**config.mk**
```make
export PLATFORM = sky130hd
export DESIGN_NAME = fcs_drive_end_flat
export DESIGN_NICKNAME = d
export VERILOG_FILES = /design/src/fcs_dummy_end_marker.sv /design/src/fcs_pkg.sv /design/src/fcs_if.sv /design/src/fcs_drive_end.sv /design/src/flat_wrapper.sv
export SDC_FILE = /design/constraint.sdc
export NUM_CORES = 1
export LEC_CHECK = 0
export ABC_CLOCK_PERIOD_IN_PS = 12400
export BUFFER_PORTS_ARGS = -buffer_cell sky130_fd_sc_hd__clkbuf_2
export CAP_MARGIN = 20
export CORE_ASPECT_RATIO = 0.8
export CORE_UTILIZATION = 40
export CTS_BUF_LIST = sky130_fd_sc_hd__clkbuf_4
export DETAILED_ROUTE_END_ITERATION = 7
export GPL_TIMING_DRIVEN = 0
export PLACE_DENSITY = 0.72
export RECOVER_POWER = 50
export REMOVE_ABC_BUFFERS = 1
export SYNTH_ARGS = -nofsm -noshare
export SYNTH_HDL_FRONTEND = slang
export SYNTH_SLANG_ARGS = --single-unit
```
**constraint.sdc**
```tcl
create_clock -name ref_clk -period 12.4 [get_ports ref_clk]
set_clock_uncertainty 0.2 [all_clocks]
set_input_delay 1.86 -clock ref_clk [delete_from_list [all_inputs] [get_ports ref_clk]]
set_output_delay 1.86 -clock ref_clk [all_outputs]
set_load 0.01 [all_outputs]
```
**src/fcs_dummy_end_marker.sv**
```systemverilog
`timescale 1ns/1ps
`default_nettype none
`default_nettype wire

```
**src/fcs_pkg.sv**
```systemverilog
`default_nettype none
package fcs_pkg;
   // clock
   localparam int CLK_PERIOD_NS = 10;
   // word width on the link
   localparam int WORD_W = 16;
   // command word bit positions
   localparam int CMD_ON        = 0;
   localparam int CMD_NO_COAST  = 1;
   localparam int CMD_NO_RAMP   = 2;
   localparam int CMD_FLT_RESET = 7;
   localparam int CMD_BUS_CTRL  = 10;
   localparam int CMD_VIN_LO    = 11;
   localparam int CMD_VIN_N     = 4;
   // drive state word bit positions
   localparam int ST_RDY_ON     = 0;
   localparam int ST_RDY_OP     = 1;
   localparam int ST_RUNNING    = 2;
   localparam int ST_FAULT      = 3;
   localparam int ST_NO_COAST   = 4;
   localparam int ST_NO_QUICK   = 5;
   localparam int ST_INHIBIT    = 6;
   localparam int ST_WARNING    = 7;
   localparam int ST_AT_REF     = 8;
   localparam int ST_BUS_CTRL   = 9;
   localparam int ST_OVER_FMAX  = 10;
   localparam int ST_VIN1_ECHO  = 15;
   // logger trigger bit positions
   localparam int TRG_FAULT     = 0;
   localparam int TRG_WARN      = 1;
   localparam int TRG_AUTO      = 2;
   localparam int TRG_FLT_WARN  = 3;
   localparam int TRG_FLT_AUTO  = 4;
   // reset values
   localparam logic [15:0] CMD_RESET  = 16'h0006;
   localparam logic [15:0] WORD_ZERO  = 16'h0000;
   // frequency delta sampling: 1 ms window
   localparam int FREQ_SAMPLE_NS     = 1000000;
   localparam int FREQ_SAMPLE_CYCLES = FREQ_SAMPLE_NS / CLK_PERIOD_NS;
   localparam int NS_PER_S           = 1000000000;
   // watchdog toggle period of the master end: 10 us
   localparam int WDOG_PERIOD_NS     = 10000;
   localparam int WDOG_CYCLES        = WDOG_PERIOD_NS / CLK_PERIOD_NS;
   // master end register offsets (bytes)
   localparam logic [7:0] OFS_CMD    = 8'h00;
   localparam logic [7:0] OFS_STAT   = 8'h04;
   localparam logic [7:0] OFS_TRIG   = 8'h08;
   localparam logic [7:0] OFS_WDOG   = 8'h0C;
   localparam logic [7:0] OFS_ECHO   = 8'h10;
   // ahb encodings
   localparam logic [1:0] HTRANS_NONSEQ = 2'h2;
   localparam logic [1:0] HTRANS_SEQ    = 2'h3;
   localparam logic       HRESP_OKAY    = 1'h0;
endpackage
`default_nettype wire

```
**src/fcs_if.sv**
```systemverilog
`timescale 1ns/1ps
`default_nettype none
interface fcs_if;
   // process data words between master and drive
   logic [15:0] fieldbus_command_word;
   logic [15:0] fieldbus_drive_state_word;
   logic [15:0] logger_trigger_flags;
   modport drive
   (
      input  fieldbus_command_word,
      output fieldbus_drive_state_word,
      output logger_trigger_flags
   );
   modport master
   (
      output fieldbus_command_word,
      input  fieldbus_drive_state_word,
      input  logger_trigger_flags
   );
endinterface
`default_nettype wire

```
**src/fcs_drive_end.sv**
```systemverilog
`timescale 1ns/1ps
`default_nettype none
module fcs_drive_end
   import fcs_pkg::*;
#(
   parameter int SAMPLE_CYCLES = FREQ_SAMPLE_CYCLES
)
(
   input  wire logic               ref_clk,
   input  wire logic               rst_n,
   fcs_if.drive                    link,
   input  wire logic               bypass_mode,
   input  wire logic               status_word_select,
   input  wire logic [15:0]        app_status_word,
   input  wire logic               local_on,
   input  wire logic               local_fault_reset,
   input  wire logic               ready_switch_on,
   input  wire logic               ready_operate,
   input  wire logic               running,
   input  wire logic               fault_active,
   input  wire logic               warning_active,
   input  wire logic               auto_reset_fault,
   input  wire logic               switch_inhibit,
   input  wire logic               speed_at_ref,
   input  wire logic               fout_over_fmax,
   input  wire logic signed [15:0] freq_ref,
   output logic                    drive_on,
   output logic                    coast_stop,
   output logic                    ramp_stop,
   output logic                    fault_reset,
   output logic [3:0]              bus_virtual_inputs,
   output logic signed [31:0]      freq_delta
);
   // samples per second of the delta window
   localparam int SAMPLES_PER_S = NS_PER_S / (SAMPLE_CYCLES * CLK_PERIOD_NS);
   localparam logic signed [31:0] SPS_W = 32'(SAMPLES_PER_S);
   localparam int SCNT_W = $clog2(SAMPLE_CYCLES + 1);
   localparam logic [SCNT_W-1:0] SCNT_LAST = SCNT_W'(SAMPLE_CYCLES - 1);
   localparam logic [SCNT_W-1:0] SCNT_ZERO = '0;

   logic [15:0]              cmd;
   logic                     drive_on_q;
   logic                     drive_on_d;
   logic                     coast_stop_q;
   logic                     coast_stop_d;
   logic                     ramp_stop_q;
   logic                     ramp_stop_d;
   logic                     fault_reset_q;
   logic                     fault_reset_d;
   logic                     reset_bit_prev_q;
   logic [3:0]               vin_q;
   logic [3:0]               vin_d;
   logic [15:0]              profile_word;
   logic [15:0]              state_word_q;
   logic [15:0]              trig_word_q;
   logic [15:0]              trig_word_d;
   logic [SCNT_W-1:0]        sample_cnt_q;
   logic signed [15:0]       freq_prev_q;
   logic signed [31:0]       freq_delta_q;
   logic signed [31:0]       freq_diff;

   assign cmd = link.fieldbus_command_word;

   // command decode, bus word replaces local control in bypass
   always_comb
   begin
      if (bypass_mode)
      begin
         // on only while coast and ramp stop bits are released
         drive_on_d    = cmd[CMD_ON] & cmd[CMD_NO_COAST] & cmd[CMD_NO_RAMP];
         coast_stop_d  = ~cmd[CMD_NO_COAST];
         ramp_stop_d   = ~cmd[CMD_NO_RAMP];
         fault_reset_d = cmd[CMD_FLT_RESET] & ~reset_bit_prev_q;
         vin_d         = cmd[CMD_VIN_LO +: CMD_VIN_N];
      end
      else
      begin
         drive_on_d    = local_on;
         coast_stop_d  = 1'b0;
         ramp_stop_d   = 1'b0;
         fault_reset_d = local_fault_reset;
         vin_d         = 4'h0;
      end
   end

   // registered control outputs
   always_ff @(posedge ref_clk)
   begin
      if (!rst_n)
      begin
         drive_on_q    <= 1'b0;
         coast_stop_q  <= 1'b0;
         ramp_stop_q   <= 1'b0;
         fault_reset_q <= 1'b0;
         vin_q         <= 4'h0;
      end
      else
      begin
         drive_on_q    <= drive_on_d;
         coast_stop_q  <= coast_stop_d;
         ramp_stop_q   <= ramp_stop_d;
         fault_reset_q <= fault_reset_d;
         vin_q         <= vin_d;
      end
   end

   // previous level of the reset bit; starts high so a held bit gives no pulse
   always_ff @(posedge ref_clk)
   begin
      if (!rst_n)
      begin
         reset_bit_prev_q <= 1'b1;
      end
      else
      begin
         reset_bit_prev_q <= cmd[CMD_FLT_RESET];
      end
   end

   // profile type drive state word
   always_comb
   begin
      profile_word               = WORD_ZERO; // unused bits zero
      profile_word[ST_RDY_ON]    = ready_switch_on;
      profile_word[ST_RDY_OP]    = ready_operate;
      profile_word[ST_RUNNING]   = running;
      profile_word[ST_FAULT]     = fault_active;
      profile_word[ST_NO_COAST]  = ~coast_stop_q;
      profile_word[ST_NO_QUICK]  = ~ramp_stop_q;
      profile_word[ST_INHIBIT]   = switch_inhibit;
      profile_word[ST_WARNING]   = warning_active;
      profile_word[ST_AT_REF]    = speed_at_ref;
      profile_word[ST_BUS_CTRL]  = bypass_mode & cmd[CMD_BUS_CTRL];
      profile_word[ST_OVER_FMAX] = fout_over_fmax;
      profile_word[ST_VIN1_ECHO] = vin_q[0];
   end

   // state word register, refreshed every cycle
   always_ff @(posedge ref_clk)
   begin
      if (!rst_n)
      begin
         state_word_q <= WORD_ZERO;
      end
      else if (status_word_select)
      begin
         state_word_q <= profile_word;
      end
      else
      begin
         state_word_q <= app_status_word;
      end
   end

   // logger trigger conditions
   always_comb
   begin
      trig_word_d               = WORD_ZERO;
      trig_word_d[TRG_FAULT]    = fault_active;
      trig_word_d[TRG_WARN]     = warning_active;
      trig_word_d[TRG_AUTO]     = auto_reset_fault;
      trig_word_d[TRG_FLT_WARN] = fault_active | warning_active;
      trig_word_d[TRG_FLT_AUTO] = fault_active | auto_reset_fault;
   end

   // logger trigger register
   always_ff @(posedge ref_clk)
   begin
      if (!rst_n)
      begin
         trig_word_q <= WORD_ZERO;
      end
      else
      begin
         trig_word_q <= trig_word_d;
      end
   end

   // difference over one sample window, scaled to per second
   assign freq_diff = 32'(freq_ref) - 32'(freq_prev_q);

   // sample window counter
   always_ff @(posedge ref_clk)
   begin
      if (!rst_n)
      begin
         sample_cnt_q <= SCNT_ZERO;
      end
      else if (sample_cnt_q == SCNT_LAST)
      begin
         sample_cnt_q <= SCNT_ZERO;
      end
      else
      begin
         sample_cnt_q <= sample_cnt_q + SCNT_W'(1);
      end
   end

   // frequency delta update at the end of each window
   always_ff @(posedge ref_clk)
   begin
      if (!rst_n)
      begin
         freq_prev_q  <= 16'sh0000;
         freq_delta_q <= 32'sh00000000;
      end
      else if (sample_cnt_q == SCNT_LAST)
      begin
         freq_prev_q  <= freq_ref;
         freq_delta_q <= 32'(freq_diff * SPS_W);
      end
   end

   assign link.fieldbus_drive_state_word = state_word_q;
   assign link.logger_trigger_flags      = trig_word_q;
   assign drive_on                       = drive_on_q;
   assign coast_stop                     = coast_stop_q;
   assign ramp_stop                      = ramp_stop_q;
   assign fault_reset                    = fault_reset_q;
   assign bus_virtual_inputs             = vin_q;
   assign freq_delta                     = freq_delta_q;
endmodule
`default_nettype wire

```
**src/flat_wrapper.sv**
```systemverilog
// flat-port wrapper written by rule: the top's interface ports become plain ports
module fcs_drive_end_flat import fcs_pkg::*;
#(
   parameter int SAMPLE_CYCLES = FREQ_SAMPLE_CYCLES
)
  (ref_clk, rst_n, bypass_mode, status_word_select, app_status_word, local_on, local_fault_reset, ready_switch_on, ready_operate, running, fault_active, warning_active, auto_reset_fault, switch_inhibit, speed_at_ref, fout_over_fmax, freq_ref, drive_on, coast_stop, ramp_stop, fault_reset, bus_virtual_inputs, freq_delta, link_fieldbus_command_word, link_fieldbus_drive_state_word, link_logger_trigger_flags);
  fcs_if link_i ();
  input  wire logic ref_clk;
  input  wire logic rst_n;
  input  wire logic bypass_mode;
  input  wire logic status_word_select;
  input  wire logic [15:0] app_status_word;
  input  wire logic local_on;
  input  wire logic local_fault_reset;
  input  wire logic ready_switch_on;
  input  wire logic ready_operate;
  input  wire logic running;
  input  wire logic fault_active;
  input  wire logic warning_active;
  input  wire logic auto_reset_fault;
  input  wire logic switch_inhibit;
  input  wire logic speed_at_ref;
  input  wire logic fout_over_fmax;
  input  wire logic signed [15:0] freq_ref;
  output logic drive_on;
  output logic coast_stop;
  output logic ramp_stop;
  output logic fault_reset;
  output logic [3:0] bus_virtual_inputs;
  output logic signed [31:0] freq_delta;
  input wire logic [$bits(link_i.fieldbus_command_word)-1:0] link_fieldbus_command_word;
  output wire logic [$bits(link_i.fieldbus_drive_state_word)-1:0] link_fieldbus_drive_state_word;
  output wire logic [$bits(link_i.logger_trigger_flags)-1:0] link_logger_trigger_flags;
  assign link_i.fieldbus_command_word = link_fieldbus_command_word;
  assign link_fieldbus_drive_state_word = link_i.fieldbus_drive_state_word;
  assign link_logger_trigger_flags = link_i.logger_trigger_flags;
  fcs_drive_end #(.SAMPLE_CYCLES(SAMPLE_CYCLES)) u_core (.ref_clk(ref_clk), .rst_n(rst_n), .link(link_i), .bypass_mode(bypass_mode), .status_word_select(status_word_select), .app_status_word(app_status_word), .local_on(local_on), .local_fault_reset(local_fault_reset), .ready_switch_on(ready_switch_on), .ready_operate(ready_operate), .running(running), .fault_active(fault_active), .warning_active(warning_active), .auto_reset_fault(auto_reset_fault), .switch_inhibit(switch_inhibit), .speed_at_ref(speed_at_ref), .fout_over_fmax(fout_over_fmax), .freq_ref(freq_ref), .drive_on(drive_on), .coast_stop(coast_stop), .ramp_stop(ramp_stop), .fault_reset(fault_reset), .bus_virtual_inputs(bus_virtual_inputs), .freq_delta(freq_delta));
endmodule
```
==> results of run 1 <==
registers in the layout, indices dropped and copies added (netlist names):
register and flops:
u_core.link.logger_trigger_flags 5, u_core.freq_delta 29, u_core.freq_prev_q 16, u_core.fault_reset 1, u_core.ramp_stop 1, u_core.reset_bit_prev_q 1
u_core.link.fieldbus_drive_state_word 16, u_core.sample_cnt_q 17, u_core.bus_virtual_inputs 4, u_core.coast_stop 1, u_core.drive_on 1
per-layer routing:
layer	global-route usage, %	routed length, µm
met5	0	0
met4	4.19	191
met3	3.19	613
met2	26.0	6640
met1	23.6	7480
cell usage after synthesis (all sizes together):
master and n:
mux2i 11, a21o 10, clkbuf 17, nand4 5, xor2 22, and4 2, or3 6, and2 19
maj3 2, a31oi 3, o21a 7, a41oi 1, a21boi 33, a211o 2, a21oi 21, o22ai 2
nand3 18, and3 11, ha 75, o31a 3, nor2 39, nor4 2, a32oi 1, nor2b 13
dfxtp 92, o21bai 3, nor3 3, or2 3, o211a 5, or4b 1, o2111ai 2, inv 140
or4 4, o311a 1, xnor2 36, fa 56, a211oi 6, a221o 2, o21ai 32, nand2 96
buf 20, nand2b 9, conb 1
power breakdown:
part	total, mW	internal (mW)	switching, mW
clock	0.164	0.0606	0.104
sequential	0.304	0.302	0.00225
combinational	1.56	0.660	0.896
total	2.03	1.02	1.00
layout by cell type, fill, tap and decap left out, types with 13 or more instances in the layout:
master and n:
dfxtp_1 92, nand2_1 96, a21oi_1 21, clkbuf_2 69, o21ai_0 29, ha_1 75, clkbuf_1 45, nand3_1 17
conb_1 14, and2_1 13, a21boi_0 33, nor2_1 37, nor2b_1 13, xor2_1 22, fa_1 56, xnor2_1 35
inv_1 140
worst paths after layout:
check | start | to | cells after the start
max | freq_ref[1] | u_core.freq_delta[30] | 27
max reg2reg | u_core.freq_prev_q[1] | u_core.freq_delta[30] | 27
min reg2reg | u_core.freq_prev_q[12] | u_core.freq_prev_q[12] | 2
min | u_core.freq_prev_q[12] | u_core.freq_prev_q[12] | 2
cell type report:
type,count,area (µm²),area share [%]
Antenna cell,1,2.50,0.0306
Clock buffer,9,67.6,0.827
Clock inverter,7,67.6,0.827
Inverter,140,526,6.43
Multi-Input combinational cell,581,4820,59.0
Sequential cell,92,1840,22.5
Tap cell,225,282,3.45
Timing Repair Buffer,116,562,6.88
metrics by stage:
stage	area (µm²)	setup slack, ns	total power [mW]	instances
after global routing	8170	3.28	2.28	1171
final	8170	3.65	2.03	1171
after CTS	8240	3.76	2.04	1170
after floorplan	7180	4.05	1.54	813
after detailed placement	8100	3.25	1.85	1154
after global placement	8030	3.32	1.82	1151
worst max-delay path: stages:
cell	delay, ns
clkbuf_2	0.10
ha_1	0.27
nor2b_1	0.14
o31a_1	0.27
o31a_2	0.33
o2111ai_2	0.27
a211oi_1	0.14
or4_1	0.44
and3_1	0.21
nor2_1	0.47
inv_1	0.17
fa_1	0.53
fa_1	0.50
inv_1	0.06
fa_1	0.53
inv_1	0.06
fa_1	0.53
inv_1	0.04
ha_1	0.21
a21oi_1	0.25
nand2_1	0.10
a211o_1	0.33
a221o_1	0.38
a41oi_1	0.28
xnor2_1	0.16
nand2_1	0.09
a21boi_0	0.19
kinds of logic (layout without fill, tap and decap cells):
logic type,Yosys count,after routing,synth area share (%)
compound gates,134,134,12.9
xor+xnor,58,58,7.02
fa+ha+maj,133,133,28.3
buf+inv,177,272,9.97
flops,92,92,25.1
mux,11,11,1.50
other cells,1,15,0.0511
simple gates,231,231,15.1
==> results.tsv, run 1 <==
metric	value	unit
initial antenna violation count	1	
clk buf depth	2	
setup_tns	0	ns
Post-CTS Setup Bufs	0	
CTS tree	done	
Core Region	17600	µm²
Worst Path Max Fanout	6	
Vias	5689	
Mapped Area	7340	µm²
DPL Wire Length	12.1	mm
crit share post-route	70.6	%
Crit. End Element	register	
area delta synth->final	11.3	%
Tmin final	8.75	ns
Worst-Margin Slew	1.98	ns
drt first-iter violations	177	
failing checks	max-capacitance violations, max-slew violations	
HP Class	register to register	
I/O Buffers	113	
fillers	1757	
outcome	complete, but fails checks	
# DRC	0	
Synth top area share	25.1	%
FP Rows	43	
Routability Congestion	0.817	
synth top area cells	dfxtp_1, fa_1, ha_1, inv_1, nand2_1	
total track usage	16.6	%
global-route wire length before repair	25.5	mm
clock transition at the registers of the reported paths	0.13	ns
leading area contributor after synthesis	dfxtp_1	
average size of a mapped cell	8.77	µm²
worst hold margin	0.277	ns
sequential area share after synthesis	25.1	%
io pins	135	
Num CTS Buffers	9	
htree depth	3	
arrival time worst endpoint	8.93	ns
fin nets	1134	
chip height	123	µm
root buf cell	clkbuf_4	
LEAKAGE	3.86	nW
clk_lat worst skew	0.44	ns
achievable clock frequency	114	MHz
internal reg-to-reg setup slack	4.72	ns
CP Data Required Time	12.58	ns
clk sink count	92	
pin count of the biggest net entering global routing	58	
vias in the first global route	5431	
Slew HR	-32.0	%
Final setup viols	0	
Resized cells post-CTS	0	
gate count after technology mapping	837	
Startpoint Class	input pin	
Max VDD drop	0.000341	V
Slew Viols, Final	58	
Final ANT Viol Nets	0	
synth unique cells	56	
RSZ-0062 raised after global routing	false	
Hold Violations, Final	0	
Initial Util	41.6	%
Avg WL per Cell	12.7	µm
routed wire length	14.9	mm
max-cap violation count	1	
Pre-Repair DR Iteration Count	6	
total gr overflow	0	
Crit Path Class	input pin to register	
Die Span X	153	µm
pwr/cell area	248	nW/µm²
cts hold-fix bufs	0	
share of cells above drive strength 1	10.7	%
Layout Utilization	46.3	%
Synth Register Bits	92	
vias per cell	4.86	
Synth Warn #	0	
die area	18900	µm²
No activity file was read; power rests on OpenSTA's default activity.
==> run 2: changes to the inputs <==
- ABC_CLOCK_PERIOD_IN_PS: 12400 -> 8100
- clock period: 12.4 -> 8.1 ns (I/O delays scaled with it)
==> run 2 against run 1 <==
The run still ends with max-capacitance violations, max-slew violations left. Routed wire length is 0.18% lower. Core utilization increased by 0.26 points. Highest routed layer unchanged. Via count did not move. Non-clock buffer count is 2 higher. Register-to-register slack worse by 4.0 ns. Clock-buffer cell count stayed put. Combinational power up 54%.
==> results.tsv, run 2 (synthesized netlist as in run 1, its figures left out) <==
metric	value	unit
Final setup viols	0	
die area	18900	µm²
Worst Path Max Fanout	6	
Initial Util	41.6	%
max FFs per register	29	
CTS tree	done	
Pre-Repair DR Iteration Count	4	
clock transition at the registers of the reported paths	0.13	ns
HP Class	register to register	
chip height	123	µm
Place WS	-0.400	ns
area delta synth->final	11.9	%
Worst-Margin Slew	1.92	ns
FF/Latch Area	1840	µm²
clk sink count	92	
Tmin final	7.77	ns
failing checks	max-capacitance violations, max-slew violations	
pwr/cell area	380	nW/µm²
cts hold-fix bufs	0	
Max VDD drop	0.000524	V
Final ANT Viol Nets	0	
drt first-iter violations	230	
Startpoint Class	input pin	
global-route wire length before repair	25.5	mm
root buf cell	clkbuf_4	
htree depth	3	
final setup margin	0.326	ns
total track usage	16.6	%
Vias	5689	
I/O Buffers	113	
Multi-input gate area	4850	µm²
Crit Path Class	input pin to register	
achievable clock frequency	129	MHz
fillers	1748	
total gr overflow	0	
dpl cell area	8100	µm²
# DRC	0	
vias in the first global route	5431	
Avg WL per Cell	12.7	µm
fin nets	1136	
slowest stage delay, CP	0.54	ns
Num CTS Buffers	9	
routed wire length	14.9	mm
setup_tns	0	ns
outcome	complete, but fails checks	
Hold Violations, Final	0	
FP Rows	43	
vias per cell	4.85	
Finished Cell Area	8220	µm²
initial antenna violation count	1	
Slew HR	-27.8	%
Routability Congestion	0.817	
Crit. End Element	register	
Critical-path top delay cell	fa_1	
arrival time worst endpoint	7.94	ns
most common cell after layout, fill and taps aside	inv_1	
io pins	135	
Slew Viols, Final	58	
crit share post-route	96.0	%
clk_lat worst skew	0.43	ns
clk buf depth	2	
RSZ-0062 raised after global routing	false	
DPL Wire Length	12.1	mm
LEAKAGE	3.89	nW
Core Region	17600	µm²
pin count of the biggest net entering global routing	58	
CP Data Required Time	8.27	ns
Die Span X	153	µm
share of cells above drive strength 1	11.4	%
Power Total	3.12	mW
commonest non-fill, non-tap cells in the layout	inv_1, nand2_1, dfxtp_1	
max-cap violation count	1	
[run 2: cell count changes in the layout (fill, tap and decap cells not counted)]
cell	change
a21oi_1	-2
xnor2_2	+2
a21oi_2	+2
nor2_1	-1
nor2_4	+1
xnor2_1	-2
buf_4	+2
[run 2: cell type report]
cell class,count,share of cell area [%]
clock buffer,9,0.822
inverter,140,6.40
clock inverter,7,0.822
antenna,1,0.0305
multi-input combinational,581,59.1
timing repair buffer,118,7.02
sequential,92,22.4
tap,225,3.43
[run 2: path summary, 6_finish.rpt]
kind	start	to	slack (ns)	cells past startpoint
max	freq_ref[1]	u_core.freq_delta[30]	0.33	27
min	u_core.freq_prev_q[12]	u_core.freq_prev_q[12]	0.28	2
max reg2reg	u_core.freq_prev_q[1]	u_core.freq_delta[30]	0.76	27
min reg2reg	u_core.freq_prev_q[12]	u_core.freq_prev_q[12]	0.28	2
[run 2: repair_timing]
item / CTS / global route
buffers inserted: 0 / 2
resized for setup: 0 / 6
setup endpoints to repair: 0 / 7
[run 2: through the flow]
step | utilization, % | hold slack (ns) | instances
floorplan | - | 0.230 | 813
global placement | 45.5 | 0.248 | 1151
detailed placement | 45.9 | 0.252 | 1154
CTS | 46.7 | 0.275 | 1170
global route | 46.6 | 0.300 | 1173
finish | 46.6 | 0.277 | 1173
[run 2: layer usage]
metal	vias to the layer above	share of wire (%)	track usage (%)
met1	2702	50	23.6
met4	0	0.82	4.19
met3	10	3.8	3.19
met5	-	0	0
li1	2884	-	-
met2	93	45	26.0
[run 2: critical path, delay by kind of cell]
kind	cells	cell delay [ns]
AOI/OAI and AO/OA	10	2.65
xor gates and xnor gates	1	0.16
adders and majority gates	6	2.71
buffers and inverters	5	0.32
and+or+nand+nor	5	0.88
[run 2: report_power, final]
group / internal (mW) / leakage (nW) / switching [mW]
combinational: 1.02 / 3.07 / 1.39
clock: 0.0928 / 0.0710 / 0.158
sequential: 0.462 / 0.749 / 0.00342
total: 1.57 / 3.89 / 1.55
==> run 3: changes to the inputs <==
- CORE_ASPECT_RATIO: 0.8 -> default
==> run 3 against run 2 <==
The flow still finishes with violations (max-capacitance violations, max-slew violations). Worst setup slack improved by 0.00060 ns. Clock power increased by 8.4%. Clock-buffer cell count unchanged. Critical path depth unchanged. Power decreased by 0.77%. Final area unchanged. Register-to-register slack got worse by 0.04 ns. Global-route usage decreased by 0.64 points.
==> results.tsv, run 3 (synthesized netlist as in run 1, its figures left out) <==
metric	value	unit
Worst-Margin Slew	2.00	ns
LEAKAGE	3.89	nW
achievable clock frequency	129	MHz
pwr/cell area	377	nW/µm²
CTS tree	done	
fin nets	1134	
clk_lat worst skew	0.50	ns
Tmin final	7.77	ns
FP Rows	49	
Vias	5586	
area delta synth->final	11.9	%
arrival time worst endpoint	8.00	ns
most common cell after layout, fill and taps aside	inv_1	
Core Region	18000	µm²
Place WS	-0.318	ns
Initial Util	40.9	%
Die Span X	137	µm
I/O Buffers	113	
global-route wire length before repair	23.9	mm
worst hold margin	0.277	ns
total track usage	16.0	%
r2r worst-path depth	27	
final setup margin	0.327	ns
outcome	complete, but fails checks	
Max VDD drop	0.000390	V
met1 Resource Use GR	21.8	%
Pre-Repair DR Iteration Count	4	
HP Class	register to register	
Num CTS Buffers	9	
Power Total	3.10	mW
root buf cell	clkbuf_4	
initial antenna violation count	1	
vias in the first global route	5091	
fillers	1775	
DPL Wire Length	11.5	mm
Crit. End Element	register	
R2R Path Start	u_core.freq_prev_q[1]	
CP Data Required Time	8.33	ns
clock transition at the registers of the reported paths	0.17	ns
Slew Viols, Final	57	
htree depth	3	
clk sink count	92	
Crit Path Class	input pin to register	
internal reg-to-reg setup slack	0.72	ns
chip height	137	µm
routed wire length	14.4	mm
drt first-iter violations	223	
pin count of the biggest net entering global routing	57	
Startpoint Class	input pin	
Worst Path Max Fanout	6	
Routability Congestion	0.787	
Hold Crit Start	u_core.freq_prev_q[14]	
clk buf depth	2	
RSZ-0062 raised after global routing	false	
Hold Path Stages	2	
met2 Use GR	26.0	%
Final setup viols	0	
max FFs per register	29	
Avg WL per Cell	12.3	µm
total gr overflow	0	
max-cap violation count	1	
die area	18900	µm²
Final ANT Viol Nets	0	
busiest grt layer	met2	
share of cells above drive strength 1	11.3	%
met3 GRT Util	3.35	%
Slew HR	-33.1	%
Hold Violations, Final	0	
# DRC	0	
crit share post-route	96.0	%
io pins	135	
failing checks	max-capacitance violations, max-slew violations	
vias per cell	4.75	
reg2reg end	u_core.freq_delta[30]	
commonest non-fill, non-tap cells in the layout	inv_1, nand2_1, dfxtp_1	
Worst Hold End	u_core.freq_prev_q[14]	
cts hold-fix bufs	0	
run 3: area by class of cell:
type	count	area, µm²	share of cell area (%)
diodes	1	2.50	0.0305
well taps	229	287	3.49
repair buffers	116	569	6.93
flip-flops and latches	92	1840	22.4
clock inverters	7	73.8	0.899
inverters	140	526	6.40
clock buffers	9	67.6	0.822
multi-input cells	581	4850	59.0
run 3: timing repair:
action,4_1_cts,5_1_grt
resized for setup,0,5
setup endpoints to repair,0,5
setup buffers,0,0
run 3: per-stage QoR:
stage          TNS, ns  util (%)  area (µm²)  cells
3_5_place_dp    -0.961      45.2        8120   1158
3_3_place_gp    -0.746      44.7        8040   1155
2_1_floorplan        0         -        7180    813
5_1_grt              0      45.7        8220   1175
6_report             0      45.7        8220   1175
4_1_cts              0      46.0        8260   1174
run 3: layer usage:
layer  up-vias  routed length, µm
li1       2882                  -
met1      2627               7030
met2        68               6840
met3         9                453
met4         0                102
met5         -                  0
run 3: worst max-delay path by stage:
stage | cells past startpoint | endpoint | startpoint | slack [ns]
after global placement | 27 | u_core.freq_delta[30] | freq_ref[1] | -0.30
after global routing | 27 | u_core.freq_delta[30] | freq_ref[1] | 0.04
after floorplan | 26 | u_core.freq_delta[30] | freq_ref[1] | 0.39
final | 27 | u_core.freq_delta[30] | freq_ref[1] | 0.33
after detailed placement | 27 | u_core.freq_delta[30] | freq_ref[1] | -0.32
after CTS | 27 | u_core.freq_delta[30] | freq_ref[1] | 0.17
run 3: critical path, stage by stage:
cell       delay, ns
clkbuf_2        0.11
ha_1            0.29
nor2b_1         0.15
o31a_1          0.27
o31a_2          0.32
o2111ai_2       0.26
a211oi_1        0.14
or4_1           0.46
a21oi_2         0.26
nor2_4          0.09
fa_1            0.54
inv_1           0.05
fa_1            0.48
inv_1           0.06
fa_1            0.54
inv_1           0.06
fa_1            0.53
inv_1           0.04
ha_1            0.37
a21oi_1         0.27
nand2_1         0.09
a211o_1         0.32
a221o_1         0.37
a41oi_1         0.29
xnor2_1         0.15
nand2_1         0.08
a21boi_0        0.19
run 3: report_power, final:
part | leakage, nW | internal [mW] | switching, mW
clock network | 0.0785 | 0.0745 | 0.197
logic | 3.06 | 1.01 | 1.35
registers | 0.749 | 0.462 | 0.00313
total | 3.89 | 1.55 | 1.55
